==> config.mk <==
export PLATFORM = sky130hd
export DESIGN_NAME = spec_top
export DESIGN_NICKNAME = d
export VERILOG_FILES = /design/src/design/spec_pkg.sv /design/src/design/spec_enc_decode.sv /design/src/design/spec_top.sv
export VERILOG_INCLUDE_DIRS = /design/src /design/src/design
export SDC_FILE = /design/constraint.sdc
export NUM_CORES = 1
export LEC_CHECK = 0
export ABC_AREA = 1
export BUFFER_PORTS_ARGS = -buffer_cell sky130_fd_sc_hd__buf_2
export CAP_MARGIN = 20
export CORE_MARGIN = 1
export CORE_UTILIZATION = 55
export DETAILED_ROUTE_END_ITERATION = 12
export GPL_TIMING_DRIVEN = 0
export MAX_ROUTING_LAYER = met4
export PLACE_DENSITY = 0.87
export SLEW_MARGIN = 20
export SYNTH_ARGS = -nofsm -noshare
export SYNTH_HDL_FRONTEND = slang
export SYNTH_SLANG_ARGS = --single-unit
export TNS_END_PERCENT = 100
==> constraint.sdc <==
create_clock -name CLOCK -period 3.4 [get_ports CLOCK]
set_input_delay 0.34 -clock CLOCK [delete_from_list [all_inputs] [get_ports CLOCK]]
set_output_delay 0.34 -clock CLOCK [all_outputs]
set_load 0.005 [all_outputs]
==> src/design/spec_cfg.svh <==
// Constants of the step pulse and encoder configuration block
`ifndef SPEC_CFG_SVH
`define SPEC_CFG_SVH

`define SPEC_NUM_AXES        4
`define SPEC_AXIS_REGION_HI  4'h3
`define SPEC_OFS_CFG         4'h0
`define SPEC_OFS_STEP        4'h4
`define SPEC_OFS_COUNT       4'h8
`define SPEC_OFS_STATUS      4'hC
`define SPEC_ADDR_VERSION    8'h80
// Arbitrary version value
`define SPEC_VERSION_VALUE   32'h0000_0001

`define SPEC_CFG_RESET       7'h00
`define SPEC_CFG_OUT_LSB     0
`define SPEC_CFG_IPT_LSB     3
`define SPEC_CFG_POL_BIT     5
`define SPEC_CFG_SRC_BIT     6
`define SPEC_STEP_NEG_BIT    0
`define SPEC_ST_BUSY_BIT     0
`define SPEC_ST_REJECT_BIT   1
`define SPEC_ST_ENCERR_BIT   2
`define SPEC_ST_ENCA_BIT     3
`define SPEC_ST_ENCB_BIT     4

`define SPEC_COUNT_RESET     32'h0000_0000
`define SPEC_LINE_RESET      1'b1

`define SPEC_CLK_NS          40
`define SPEC_PULSE_NS        1000
`define SPEC_PULSE_CYC       ((`SPEC_PULSE_NS + `SPEC_CLK_NS - 1) / `SPEC_CLK_NS)

`endif

==> src/design/spec_pkg.sv <==
// Types of the step pulse and encoder configuration block
`default_nettype none
package spec_pkg;

  typedef enum logic [2:0] {
    SPEC_OUT_DIR_FALL_POSHI = 3'b000,
    SPEC_OUT_DIR_RISE_POSHI = 3'b001,
    SPEC_OUT_DIR_FALL_POSLO = 3'b010,
    SPEC_OUT_DIR_RISE_POSLO = 3'b011,
    SPEC_OUT_PAIR_FALL      = 3'b100,
    SPEC_OUT_PAIR_RISE      = 3'b101,
    SPEC_OUT_QUAD_LEAD      = 3'b110,
    SPEC_OUT_QUAD_LAG       = 3'b111
  } spec_outmode_t;

  typedef enum logic [1:0] {
    SPEC_IN_QUAD_1X   = 2'b00,
    SPEC_IN_QUAD_2X   = 2'b01,
    SPEC_IN_QUAD_4X   = 2'b10,
    SPEC_IN_PULSE_PAIR = 2'b11
  } spec_iptmode_t;

  typedef struct packed {
    logic          src_cmd;
    logic          idle_high;
    spec_iptmode_t ipt;
    spec_outmode_t out;
  } spec_axis_cfg_t;

  typedef struct packed {
    logic a;
    logic b;
  } spec_enc_t;

  typedef enum logic [1:0] {
    SPEC_ST_IDLE   = 2'b00,
    SPEC_ST_LEAD   = 2'b01,
    SPEC_ST_ACTIVE = 2'b10,
    SPEC_ST_GAP    = 2'b11
  } spec_step_st_t;

endpackage
`default_nettype wire

==> src/design/spec_enc_decode.sv <==
// Encoder phase decoder producing one-cycle up and down counts
`timescale 1ns/1ps
`default_nettype none
module spec_enc_decode (
  input  wire logic                     clk,
  input  wire logic                     rst_b,
  input  wire spec_pkg::spec_axis_cfg_t cfg,
  input  wire spec_pkg::spec_enc_t      enc,
  output logic                          up,
  output logic                          down,
  output logic                          bad_edge
);
  import spec_pkg::*;

  spec_enc_t prev_q;
  spec_enc_t prev_d;
  logic      up_q;
  logic      up_d;
  logic      down_q;
  logic      down_d;
  logic      bad_q;
  logic      bad_d;
  spec_enc_t now_n;
  spec_enc_t old_n;
  logic      ea;
  logic      eb;

  always_comb begin
    // Old and new samples see the same polarity, so a polarity change makes no false edge
    now_n  = enc ^ {2{cfg.idle_high}};
    old_n  = prev_q ^ {2{cfg.idle_high}};
    ea     = now_n.a ^ old_n.a;
    eb     = now_n.b ^ old_n.b;
    prev_d = enc;
    up_d   = 1'b0;
    down_d = 1'b0;
    bad_d  = 1'b0;
    unique case (cfg.ipt)
      SPEC_IN_QUAD_1X: begin
        if (ea && !eb && !now_n.b) begin
          up_d   = now_n.a;
          down_d = !now_n.a;
        end
        bad_d = ea & eb;
      end
      SPEC_IN_QUAD_2X: begin
        if (ea && !eb) begin
          up_d   = now_n.a != now_n.b;
          down_d = now_n.a == now_n.b;
        end
        bad_d = ea & eb;
      end
      SPEC_IN_QUAD_4X: begin
        if (ea && !eb) begin
          up_d   = now_n.a != now_n.b;
          down_d = now_n.a == now_n.b;
        end else if (eb && !ea) begin
          up_d   = now_n.a == now_n.b;
          down_d = now_n.a != now_n.b;
        end
        bad_d = ea & eb;
      end
      SPEC_IN_PULSE_PAIR: begin
        up_d   = ea & now_n.a;
        down_d = eb & now_n.b;
      end
    endcase
  end

  always_ff @(posedge clk) begin
    if (!rst_b) begin
      prev_q <= 2'b00;
      up_q   <= 1'b0;
      down_q <= 1'b0;
      bad_q  <= 1'b0;
    end else begin
      prev_q <= prev_d;
      up_q   <= up_d;
      down_q <= down_d;
      bad_q  <= bad_d;
    end
  end

  assign up       = up_q;
  assign down     = down_q;
  assign bad_edge = bad_q;

endmodule
`default_nettype wire

==> src/design/spec_top.sv <==
// Per-axis command pulse generator, encoder counter and register port
`timescale 1ns/1ps
`default_nettype none
`include "spec_cfg.svh"
module spec_top (
  input  wire logic                      CLOCK,
  input  wire logic                      RST_B,
  input  wire logic [7:0]                ADDR,
  input  wire logic [31:0]               WDATA,
  input  wire logic                      WR,
  input  wire logic                      RD,
  output logic      [31:0]               RDATA,
  output logic      [`SPEC_NUM_AXES-1:0] CMD_LINE_A,
  output logic      [`SPEC_NUM_AXES-1:0] CMD_LINE_B,
  input  wire logic [`SPEC_NUM_AXES-1:0] ENCODER_PHASE_A,
  input  wire logic [`SPEC_NUM_AXES-1:0] ENCODER_PHASE_B
);
  import spec_pkg::*;

  localparam int NA = `SPEC_NUM_AXES;
  localparam logic [4:0] PULSE_RELOAD = 5'(`SPEC_PULSE_CYC - 1);

  // Register port decode
  function automatic logic axis_hit(input logic [7:0] a, input int idx);
    axis_hit = (a[7:4] == 4'(idx)) && (a[7:4] <= `SPEC_AXIS_REGION_HI);
  endfunction

  // Up/down step with modulo 2^32 wrap
  function automatic logic [31:0] next_count(input logic [31:0] c,
                                             input logic inc,
                                             input logic dec);
    next_count = c;
    if (inc && !dec) begin
      next_count = c + 32'h0000_0001;
    end else if (dec && !inc) begin
      next_count = c - 32'h0000_0001;
    end
  endfunction

  // Line levels for one axis from format, step phase and direction
  function automatic logic [1:0] line_levels(input spec_outmode_t m,
                                             input logic act,
                                             input logic neg,
                                             input logic [1:0] ph);
    logic qa;
    logic qb;
    qa = ph[1] ^ ph[0];
    qb = ph[1];
    line_levels = 2'b11;
    unique case (m)
      SPEC_OUT_DIR_FALL_POSHI,
      SPEC_OUT_DIR_RISE_POSHI,
      SPEC_OUT_DIR_FALL_POSLO,
      SPEC_OUT_DIR_RISE_POSLO: begin
        // Even codes idle high and step on a falling edge
        line_levels[1] = m[0] ? act : !act;
        line_levels[0] = neg ^ !m[1];
      end
      SPEC_OUT_PAIR_FALL,
      SPEC_OUT_PAIR_RISE: begin
        line_levels[1] = (act & !neg) ^ !m[0];
        line_levels[0] = (act & neg) ^ !m[0];
      end
      SPEC_OUT_QUAD_LEAD: begin
        line_levels = {qa, qb};
      end
      SPEC_OUT_QUAD_LAG: begin
        line_levels = {qb, qa};
      end
    endcase
  endfunction

  spec_axis_cfg_t cfg_q    [NA];
  spec_axis_cfg_t cfg_d    [NA];
  logic [31:0]    count_q  [NA];
  logic [31:0]    count_d  [NA];
  spec_step_st_t  st_q     [NA];
  spec_step_st_t  st_d     [NA];
  logic [4:0]     tmr_q    [NA];
  logic [4:0]     tmr_d    [NA];
  logic           neg_q    [NA];
  logic           neg_d    [NA];
  logic [1:0]     phase_q  [NA];
  logic [1:0]     phase_d  [NA];
  logic           reject_q [NA];
  logic           reject_d [NA];
  logic           encerr_q [NA];
  logic           encerr_d [NA];
  logic           fire     [NA];
  logic [NA-1:0]  line_a_q;
  logic [NA-1:0]  line_a_d;
  logic [NA-1:0]  line_b_q;
  logic [NA-1:0]  line_b_d;
  logic [31:0]    rdata_q;
  logic [31:0]    rdata_d;
  logic           dec_up   [NA];
  logic           dec_down [NA];
  logic           dec_bad  [NA];

  // One decoder per axis, each reading only its own settings
  for (genvar g = 0; g < NA; g++) begin : g_dec
    spec_enc_decode u_dec (
      .clk      (CLOCK),
      .rst_b    (RST_B),
      .cfg      (cfg_q[g]),
      .enc      ({ENCODER_PHASE_A[g], ENCODER_PHASE_B[g]}),
      .up       (dec_up[g]),
      .down     (dec_down[g]),
      .bad_edge (dec_bad[g])
    );
  end

  // Configuration, counters and status flags
  always_comb begin
    logic inc;
    logic dec;
    logic hit;
    inc = 1'b0;
    dec = 1'b0;
    hit = 1'b0;
    for (int i = 0; i < NA; i++) begin
      cfg_d[i]    = cfg_q[i];
      reject_d[i] = reject_q[i];
      encerr_d[i] = encerr_q[i];
      hit = axis_hit(ADDR, i);
      if (WR && hit && ADDR[3:0] == `SPEC_OFS_CFG) begin
        // Only this axis's copy is touched
        cfg_d[i].out       = spec_outmode_t'(WDATA[`SPEC_CFG_OUT_LSB +: 3]);
        cfg_d[i].ipt       = spec_iptmode_t'(WDATA[`SPEC_CFG_IPT_LSB +: 2]);
        cfg_d[i].idle_high = WDATA[`SPEC_CFG_POL_BIT];
        cfg_d[i].src_cmd   = WDATA[`SPEC_CFG_SRC_BIT];
      end
      // Write-one clears; a new event in the same cycle keeps the flag
      if (WR && hit && ADDR[3:0] == `SPEC_OFS_STATUS) begin
        if (WDATA[`SPEC_ST_REJECT_BIT]) begin
          reject_d[i] = 1'b0;
        end
        if (WDATA[`SPEC_ST_ENCERR_BIT]) begin
          encerr_d[i] = 1'b0;
        end
      end
      if (WR && hit && ADDR[3:0] == `SPEC_OFS_STEP && st_q[i] != SPEC_ST_IDLE) begin
        reject_d[i] = 1'b1;
      end
      if (dec_bad[i] && !cfg_q[i].src_cmd) begin
        encerr_d[i] = 1'b1;
      end
      // Decoder output is ignored when counting command pulses
      if (cfg_q[i].src_cmd) begin
        inc = fire[i] & !neg_q[i];
        dec = fire[i] & neg_q[i];
      end else begin
        inc = dec_up[i];
        dec = dec_down[i];
      end
      if (WR && hit && ADDR[3:0] == `SPEC_OFS_COUNT) begin
        count_d[i] = WDATA;
      end else begin
        count_d[i] = next_count(count_q[i], inc, dec);
      end
    end
  end

  always_ff @(posedge CLOCK) begin
    for (int i = 0; i < NA; i++) begin
      if (!RST_B) begin
        cfg_q[i]    <= spec_axis_cfg_t'(`SPEC_CFG_RESET);
        count_q[i]  <= `SPEC_COUNT_RESET;
        reject_q[i] <= 1'b0;
        encerr_q[i] <= 1'b0;
      end else begin
        cfg_q[i]    <= cfg_d[i];
        count_q[i]  <= count_d[i];
        reject_q[i] <= reject_d[i];
        encerr_q[i] <= encerr_d[i];
      end
    end
  end

  // Step sequencer: direction settles for a pulse width before the edge
  always_comb begin
    for (int i = 0; i < NA; i++) begin
      st_d[i]    = st_q[i];
      tmr_d[i]   = tmr_q[i];
      neg_d[i]   = neg_q[i];
      phase_d[i] = phase_q[i];
      fire[i]    = 1'b0;
      unique case (st_q[i])
        SPEC_ST_IDLE: begin
          if (WR && axis_hit(ADDR, i) && ADDR[3:0] == `SPEC_OFS_STEP) begin
            neg_d[i] = WDATA[`SPEC_STEP_NEG_BIT];
            tmr_d[i] = PULSE_RELOAD;
            st_d[i]  = SPEC_ST_LEAD;
          end
        end
        SPEC_ST_LEAD: begin
          if (tmr_q[i] == 5'h00) begin
            fire[i]  = 1'b1;
            tmr_d[i] = PULSE_RELOAD;
            st_d[i]  = SPEC_ST_ACTIVE;
            // Quadrature steps move a quarter period per step
            phase_d[i] = neg_q[i] ? phase_q[i] - 2'h1 : phase_q[i] + 2'h1;
          end else begin
            tmr_d[i] = tmr_q[i] - 5'h01;
          end
        end
        SPEC_ST_ACTIVE: begin
          if (tmr_q[i] == 5'h00) begin
            tmr_d[i] = PULSE_RELOAD;
            st_d[i]  = SPEC_ST_GAP;
          end else begin
            tmr_d[i] = tmr_q[i] - 5'h01;
          end
        end
        SPEC_ST_GAP: begin
          if (tmr_q[i] == 5'h00) begin
            st_d[i] = SPEC_ST_IDLE;
          end else begin
            tmr_d[i] = tmr_q[i] - 5'h01;
          end
        end
      endcase
    end
  end

  always_ff @(posedge CLOCK) begin
    for (int i = 0; i < NA; i++) begin
      if (!RST_B) begin
        st_q[i]    <= SPEC_ST_IDLE;
        tmr_q[i]   <= 5'h00;
        neg_q[i]   <= 1'b0;
        phase_q[i] <= 2'h0;
      end else begin
        st_q[i]    <= st_d[i];
        tmr_q[i]   <= tmr_d[i];
        neg_q[i]   <= neg_d[i];
        phase_q[i] <= phase_d[i];
      end
    end
  end

  // Output lines, registered so the pins never glitch
  always_comb begin
    logic [1:0] lv;
    lv = 2'b11;
    for (int i = 0; i < NA; i++) begin
      lv = line_levels(cfg_q[i].out, st_q[i] == SPEC_ST_ACTIVE, neg_q[i], phase_q[i]);
      line_a_d[i] = lv[1];
      line_b_d[i] = lv[0];
    end
  end

  always_ff @(posedge CLOCK) begin
    if (!RST_B) begin
      line_a_q <= {NA{`SPEC_LINE_RESET}};
      line_b_q <= {NA{`SPEC_LINE_RESET}};
    end else begin
      line_a_q <= line_a_d;
      line_b_q <= line_b_d;
    end
  end

  // Read data stands in the cycle after the strobe only
  always_comb begin
    rdata_d = 32'h0000_0000;
    if (RD) begin
      if (ADDR == `SPEC_ADDR_VERSION) begin
        rdata_d = `SPEC_VERSION_VALUE;
      end
      for (int i = 0; i < NA; i++) begin
        if (axis_hit(ADDR, i)) begin
          unique case (ADDR[3:0])
            `SPEC_OFS_CFG: begin
              rdata_d = {25'h0000000, cfg_q[i]};
            end
            `SPEC_OFS_COUNT: begin
              rdata_d = count_q[i];
            end
            `SPEC_OFS_STATUS: begin
              rdata_d[`SPEC_ST_BUSY_BIT]   = st_q[i] != SPEC_ST_IDLE;
              rdata_d[`SPEC_ST_REJECT_BIT] = reject_q[i];
              rdata_d[`SPEC_ST_ENCERR_BIT] = encerr_q[i];
              rdata_d[`SPEC_ST_ENCA_BIT]   = ENCODER_PHASE_A[i];
              rdata_d[`SPEC_ST_ENCB_BIT]   = ENCODER_PHASE_B[i];
            end
            default: begin
              rdata_d = 32'h0000_0000;
            end
          endcase
        end
      end
    end
  end

  always_ff @(posedge CLOCK) begin
    if (!RST_B) begin
      rdata_q <= 32'h0000_0000;
    end else begin
      rdata_q <= rdata_d;
    end
  end

  assign RDATA      = rdata_q;
  assign CMD_LINE_A = line_a_q;
  assign CMD_LINE_B = line_b_q;

endmodule
`default_nettype wire

==> results.sh <==
export IMPL_worst_setup_path_start_kind="flop"
export IMPL_async_flop_share_pct=0
export IMPL_antenna_found_initial=2
export IMPL_hold_class="in -> reg"
export IMPL_timing_fmax_ghz=0.309
export IMPL_via_count=25864
export IMPL_port_buffers=90
export IMPL_cts_tree="yes"
export IMPL_grt_pass1_vias=23404
export IMPL_synth_top_area_share_pct=23.3
export IMPL_finClkSkew_ns=0.0430
export IMPL_viasPerCell=5.83
export IMPL_power_frac_seq_pct=26.8
export IMPL_p_leak_uw=0.0126
export IMPL_dp_hpwl_um=62400
export IMPL_post_route_util_pct=63.6
export IMPL_slew_headroom_pct=31.9
export IMPL_initial_utilization_pct=56.3
export IMPL_syn_num_nets=3960
export IMPL_grt_pass1_wl_um=122000
export IMPL_post_route_drc_count=0
export IMPL_rows=73
export IMPL_finalHoldViolations=0
export IMPL_cts_path_max_buffers=3
export IMPL_clockRootBuffer="clkbuf_16"
export IMPL_drtIter0Drc=2766
export IMPL_yosysWarnings=0
export IMPL_maxCapViolations=0
export IMPL_cpMostUsedCell="nand2_1"
export IMPL_ant_nets=0
export IMPL_hold_ws_ns=0.00434
export IMPL_fill_cells=3758
export IMPL_grt_usage_pct=38.3
export IMPL_fp_dieH_um=205
export IMPL_io_pins=92
export IMPL_clkSlewWorstSetupHoldPaths_ns=0.06
export IMPL_irDropWorstVdd_uv=408
export IMPL_fin_nets=4103
export IMPL_status="finished clean"
export IMPL_endpoint_kind="flop"
export IMPL_slowest_delay_ns=0.37
export IMPL_core_area_um2=40200
export IMPL_switching_share_pct=44.9
export IMPL_layout_commonest_cell="nand2_1"
export IMPL_ys_seq_area_share_pct=23.4
export IMPL_clkLatencyLatePin_ns=0.63
export IMPL_synthTopCellsByArea="dfxtp_1 23%, nand2_1 17%, inv_1 9.4%"
export IMPL_power_density_nw_per_um2=529
export IMPL_internal_power_uw=7450
export IMPL_die_x_um=205
export IMPL_drive_above_1_share_pct=9.19
export IMPL_rsz0062_at_grt="yes"
export IMPL_gp_congestion=1.11
export IMPL_p_clk_share_pct=24.9
export IMPL_avgSynthCellArea_um2=6.05
export IMPL_ys_ff_latch=264
export IMPL_crit_slowest_cell="ha_4"
export IMPL_netlist_area_um2=22600
export IMPL_drt_total_wl_um=80900
export IMPL_firstDrtPassIters=7
export IMPL_finalMaxSlewViolations=0
export IMPL_ys_types=60
export IMPL_ys_flop_type="dfxtp_1"
export IMPL_critPathArrivalTime_ns=3.67
export IMPL_final_cell_mix="1,023 x nand2_1, 568 x inv_1, 410 x nor2_1"
export IMPL_worstSetupPathType="reg -> reg"
export IMPL_cts_sinks=264
export IMPL_cts_buffers_inserted=30
export IMPL_synth_edf_count=1
export IMPL_power_share_combinational_pct=48.2
export IMPL_p_sw_uw=6070
export IMPL_grt_max_degree=37
export IMPL_syn_inst=3740
export IMPL_critPathMaxFanout=17
export IMPL_worst_pin_slew_ns=1.02
export IMPL_path_cells="inv_1, ha_1, nand2_2, nor2_4, nand3_2, o21ai_4, buf_12, nand2_4, ha_4, nand2_1, nor2_1, nand3_1, nand3b_1, nand2_1, nand2_1, nand2_1, nand3_1, a21oi_1"
export IMPL_grt_remaining_overflow=0
export IMPL_setup_violations=0
export IMPL_fin_crit_ns=3.24
export IMPL_post_route_period_util_pct=95.3
export IMPL_synth_top_area_cell="dfxtp_1"
export IMPL_routedWlPerCell_um=18.2
export IMPL_area_growth_pct=12.9
export IMPL_htree_levels=1
export IMPL_crit_required_ns=3.83
export IMPL_p_total_uw=13500
export IMPL_die_area_um2=42000
critical path: cells and delay by family (launching register included):
kind	cells	cell delay, ns
flops	1	0.31
fa+ha+maj	2	0.55
simple gates	12	1.67
compound gates	2	0.25
buf+inv	2	0.26
layer usage:
layer | global-route usage [%] | wire [um] | vias up
li1 | - | - | 12466
met1 | 46.3 | 30800 | 11644
met2 | 60.0 | 35400 | 1406
met3 | 7.32 | 9310 | 348
met4 | 20.5 | 5270 | 0
met5 | - | 0 | -
cells by family (layout without fill, tap and decap cells):
kind of cell    after synthesis  in the layout  share of synthesized area, %
fa+ha+maj                   168            168                          9.42
buf+inv                     678            838                          11.9
flops                       264            264                          23.4
compound gates              708            708                          17.9
simple gates               1847           1854                          34.6
xor+xnor                     75             75                          2.90
other cells                   0              3                             0
power groups by stage:
stage	clock (uW)	combinational [uW]	sequential, uW
6_report	3370	6520	3630
5_1_grt	3500	7300	3650
4_1_cts	3360	6170	3600
3_5_place_dp	0	6110	3670
3_3_place_gp	0	6000	3660
2_1_floorplan	0	4730	3580
cell type report:
type / instances / area [um2] / area share (%)
antenna: 3 / 7.51 / 0.0294
buffer: 82 / 432 / 1.69
clock buffer: 44 / 843 / 3.30
clock inverter: 12 / 168 / 0.656
inverter: 596 / 2250 / 8.81
multi-input combinational: 2805 / 15300 / 59.9
sequential: 264 / 5300 / 20.7
tap: 525 / 657 / 2.57
timing repair buffer: 104 / 598 / 2.34
sequential cells by signal (all words and copies together) (netlist names), 8 cells and up:
name / count
count_q: 128
RDATA: 32
cfg_q: 28
tmr_q: 20
g_dec.u_dec.prev_q: 8
phase_q: 8
st_q: 8
cell usage after synthesis, drive strengths merged, types with 7 or more instances:
library cell,instances
a211oi,14
a21boi,7
a21oi,363
a221oi,9
a22oi,14
a31oi,26
a41oi,14
buf,41
clkbuf,41
dfxtp,263
ha,164
inv,593
nand2,1050
nand3,221
nand3b,17
nand4,49
nor2,429
nor3,55
nor4,9
o211ai,24
o21ai,164
o21bai,27
o22ai,28
or2,11
xnor2,38
xor2,37
path summary, 6_finish.rpt:
check | from | to | slack, ns | cells after the start
worst min register to register | g_dec[3].u_dec.bad_edge$_SDFF_PN0_ | encerr_q[3]$_DFF_P_ | 0.45 | 2
worst min-delay path | ENCODER_PHASE_B[3] | g_dec[3].u_dec.prev_q[0]$_SDFF_PN0_ | 0.004 | 3
worst max register to register | tmr_q[3][0]$_SDFFE_PN0P_ | count_q[3][28]$_SDFFE_PN0P_ | 0.16 | 18
worst max-delay path | tmr_q[3][0]$_SDFFE_PN0P_ | count_q[3][28]$_SDFFE_PN0P_ | 0.16 | 18
metrics by stage:
step | setup WS (ns) | std cells | TNS, ns | instance area [um2]
3_3_place_gp | -0.604 | 4355 | -11.55 | 23800
5_1_grt | -0.0574 | 4433 | -0.238 | 25600
6_report | 0.160 | 4435 | 0 | 25600
4_1_cts | 0.0158 | 4418 | 0 | 24900
3_5_place_dp | -0.195 | 4355 | -1.45 | 23800
2_1_floorplan | 0.202 | 3740 | 0 | 22600
what timing repair did:
| action | in CTS | in global routing |
|---|---|---|
| hold buffers | 7 | 0 |
| gates resized for setup | 8 | 89 |
| endpoints found under the setup margin | 28 | 83 |
| pin swaps | 0 | 8 |
| cloned | 0 | 7 |
| hold endpoints to repair | 7 | 0 |
| buffers inserted | 0 | 7 |
(Power assumes the default switching activity.)
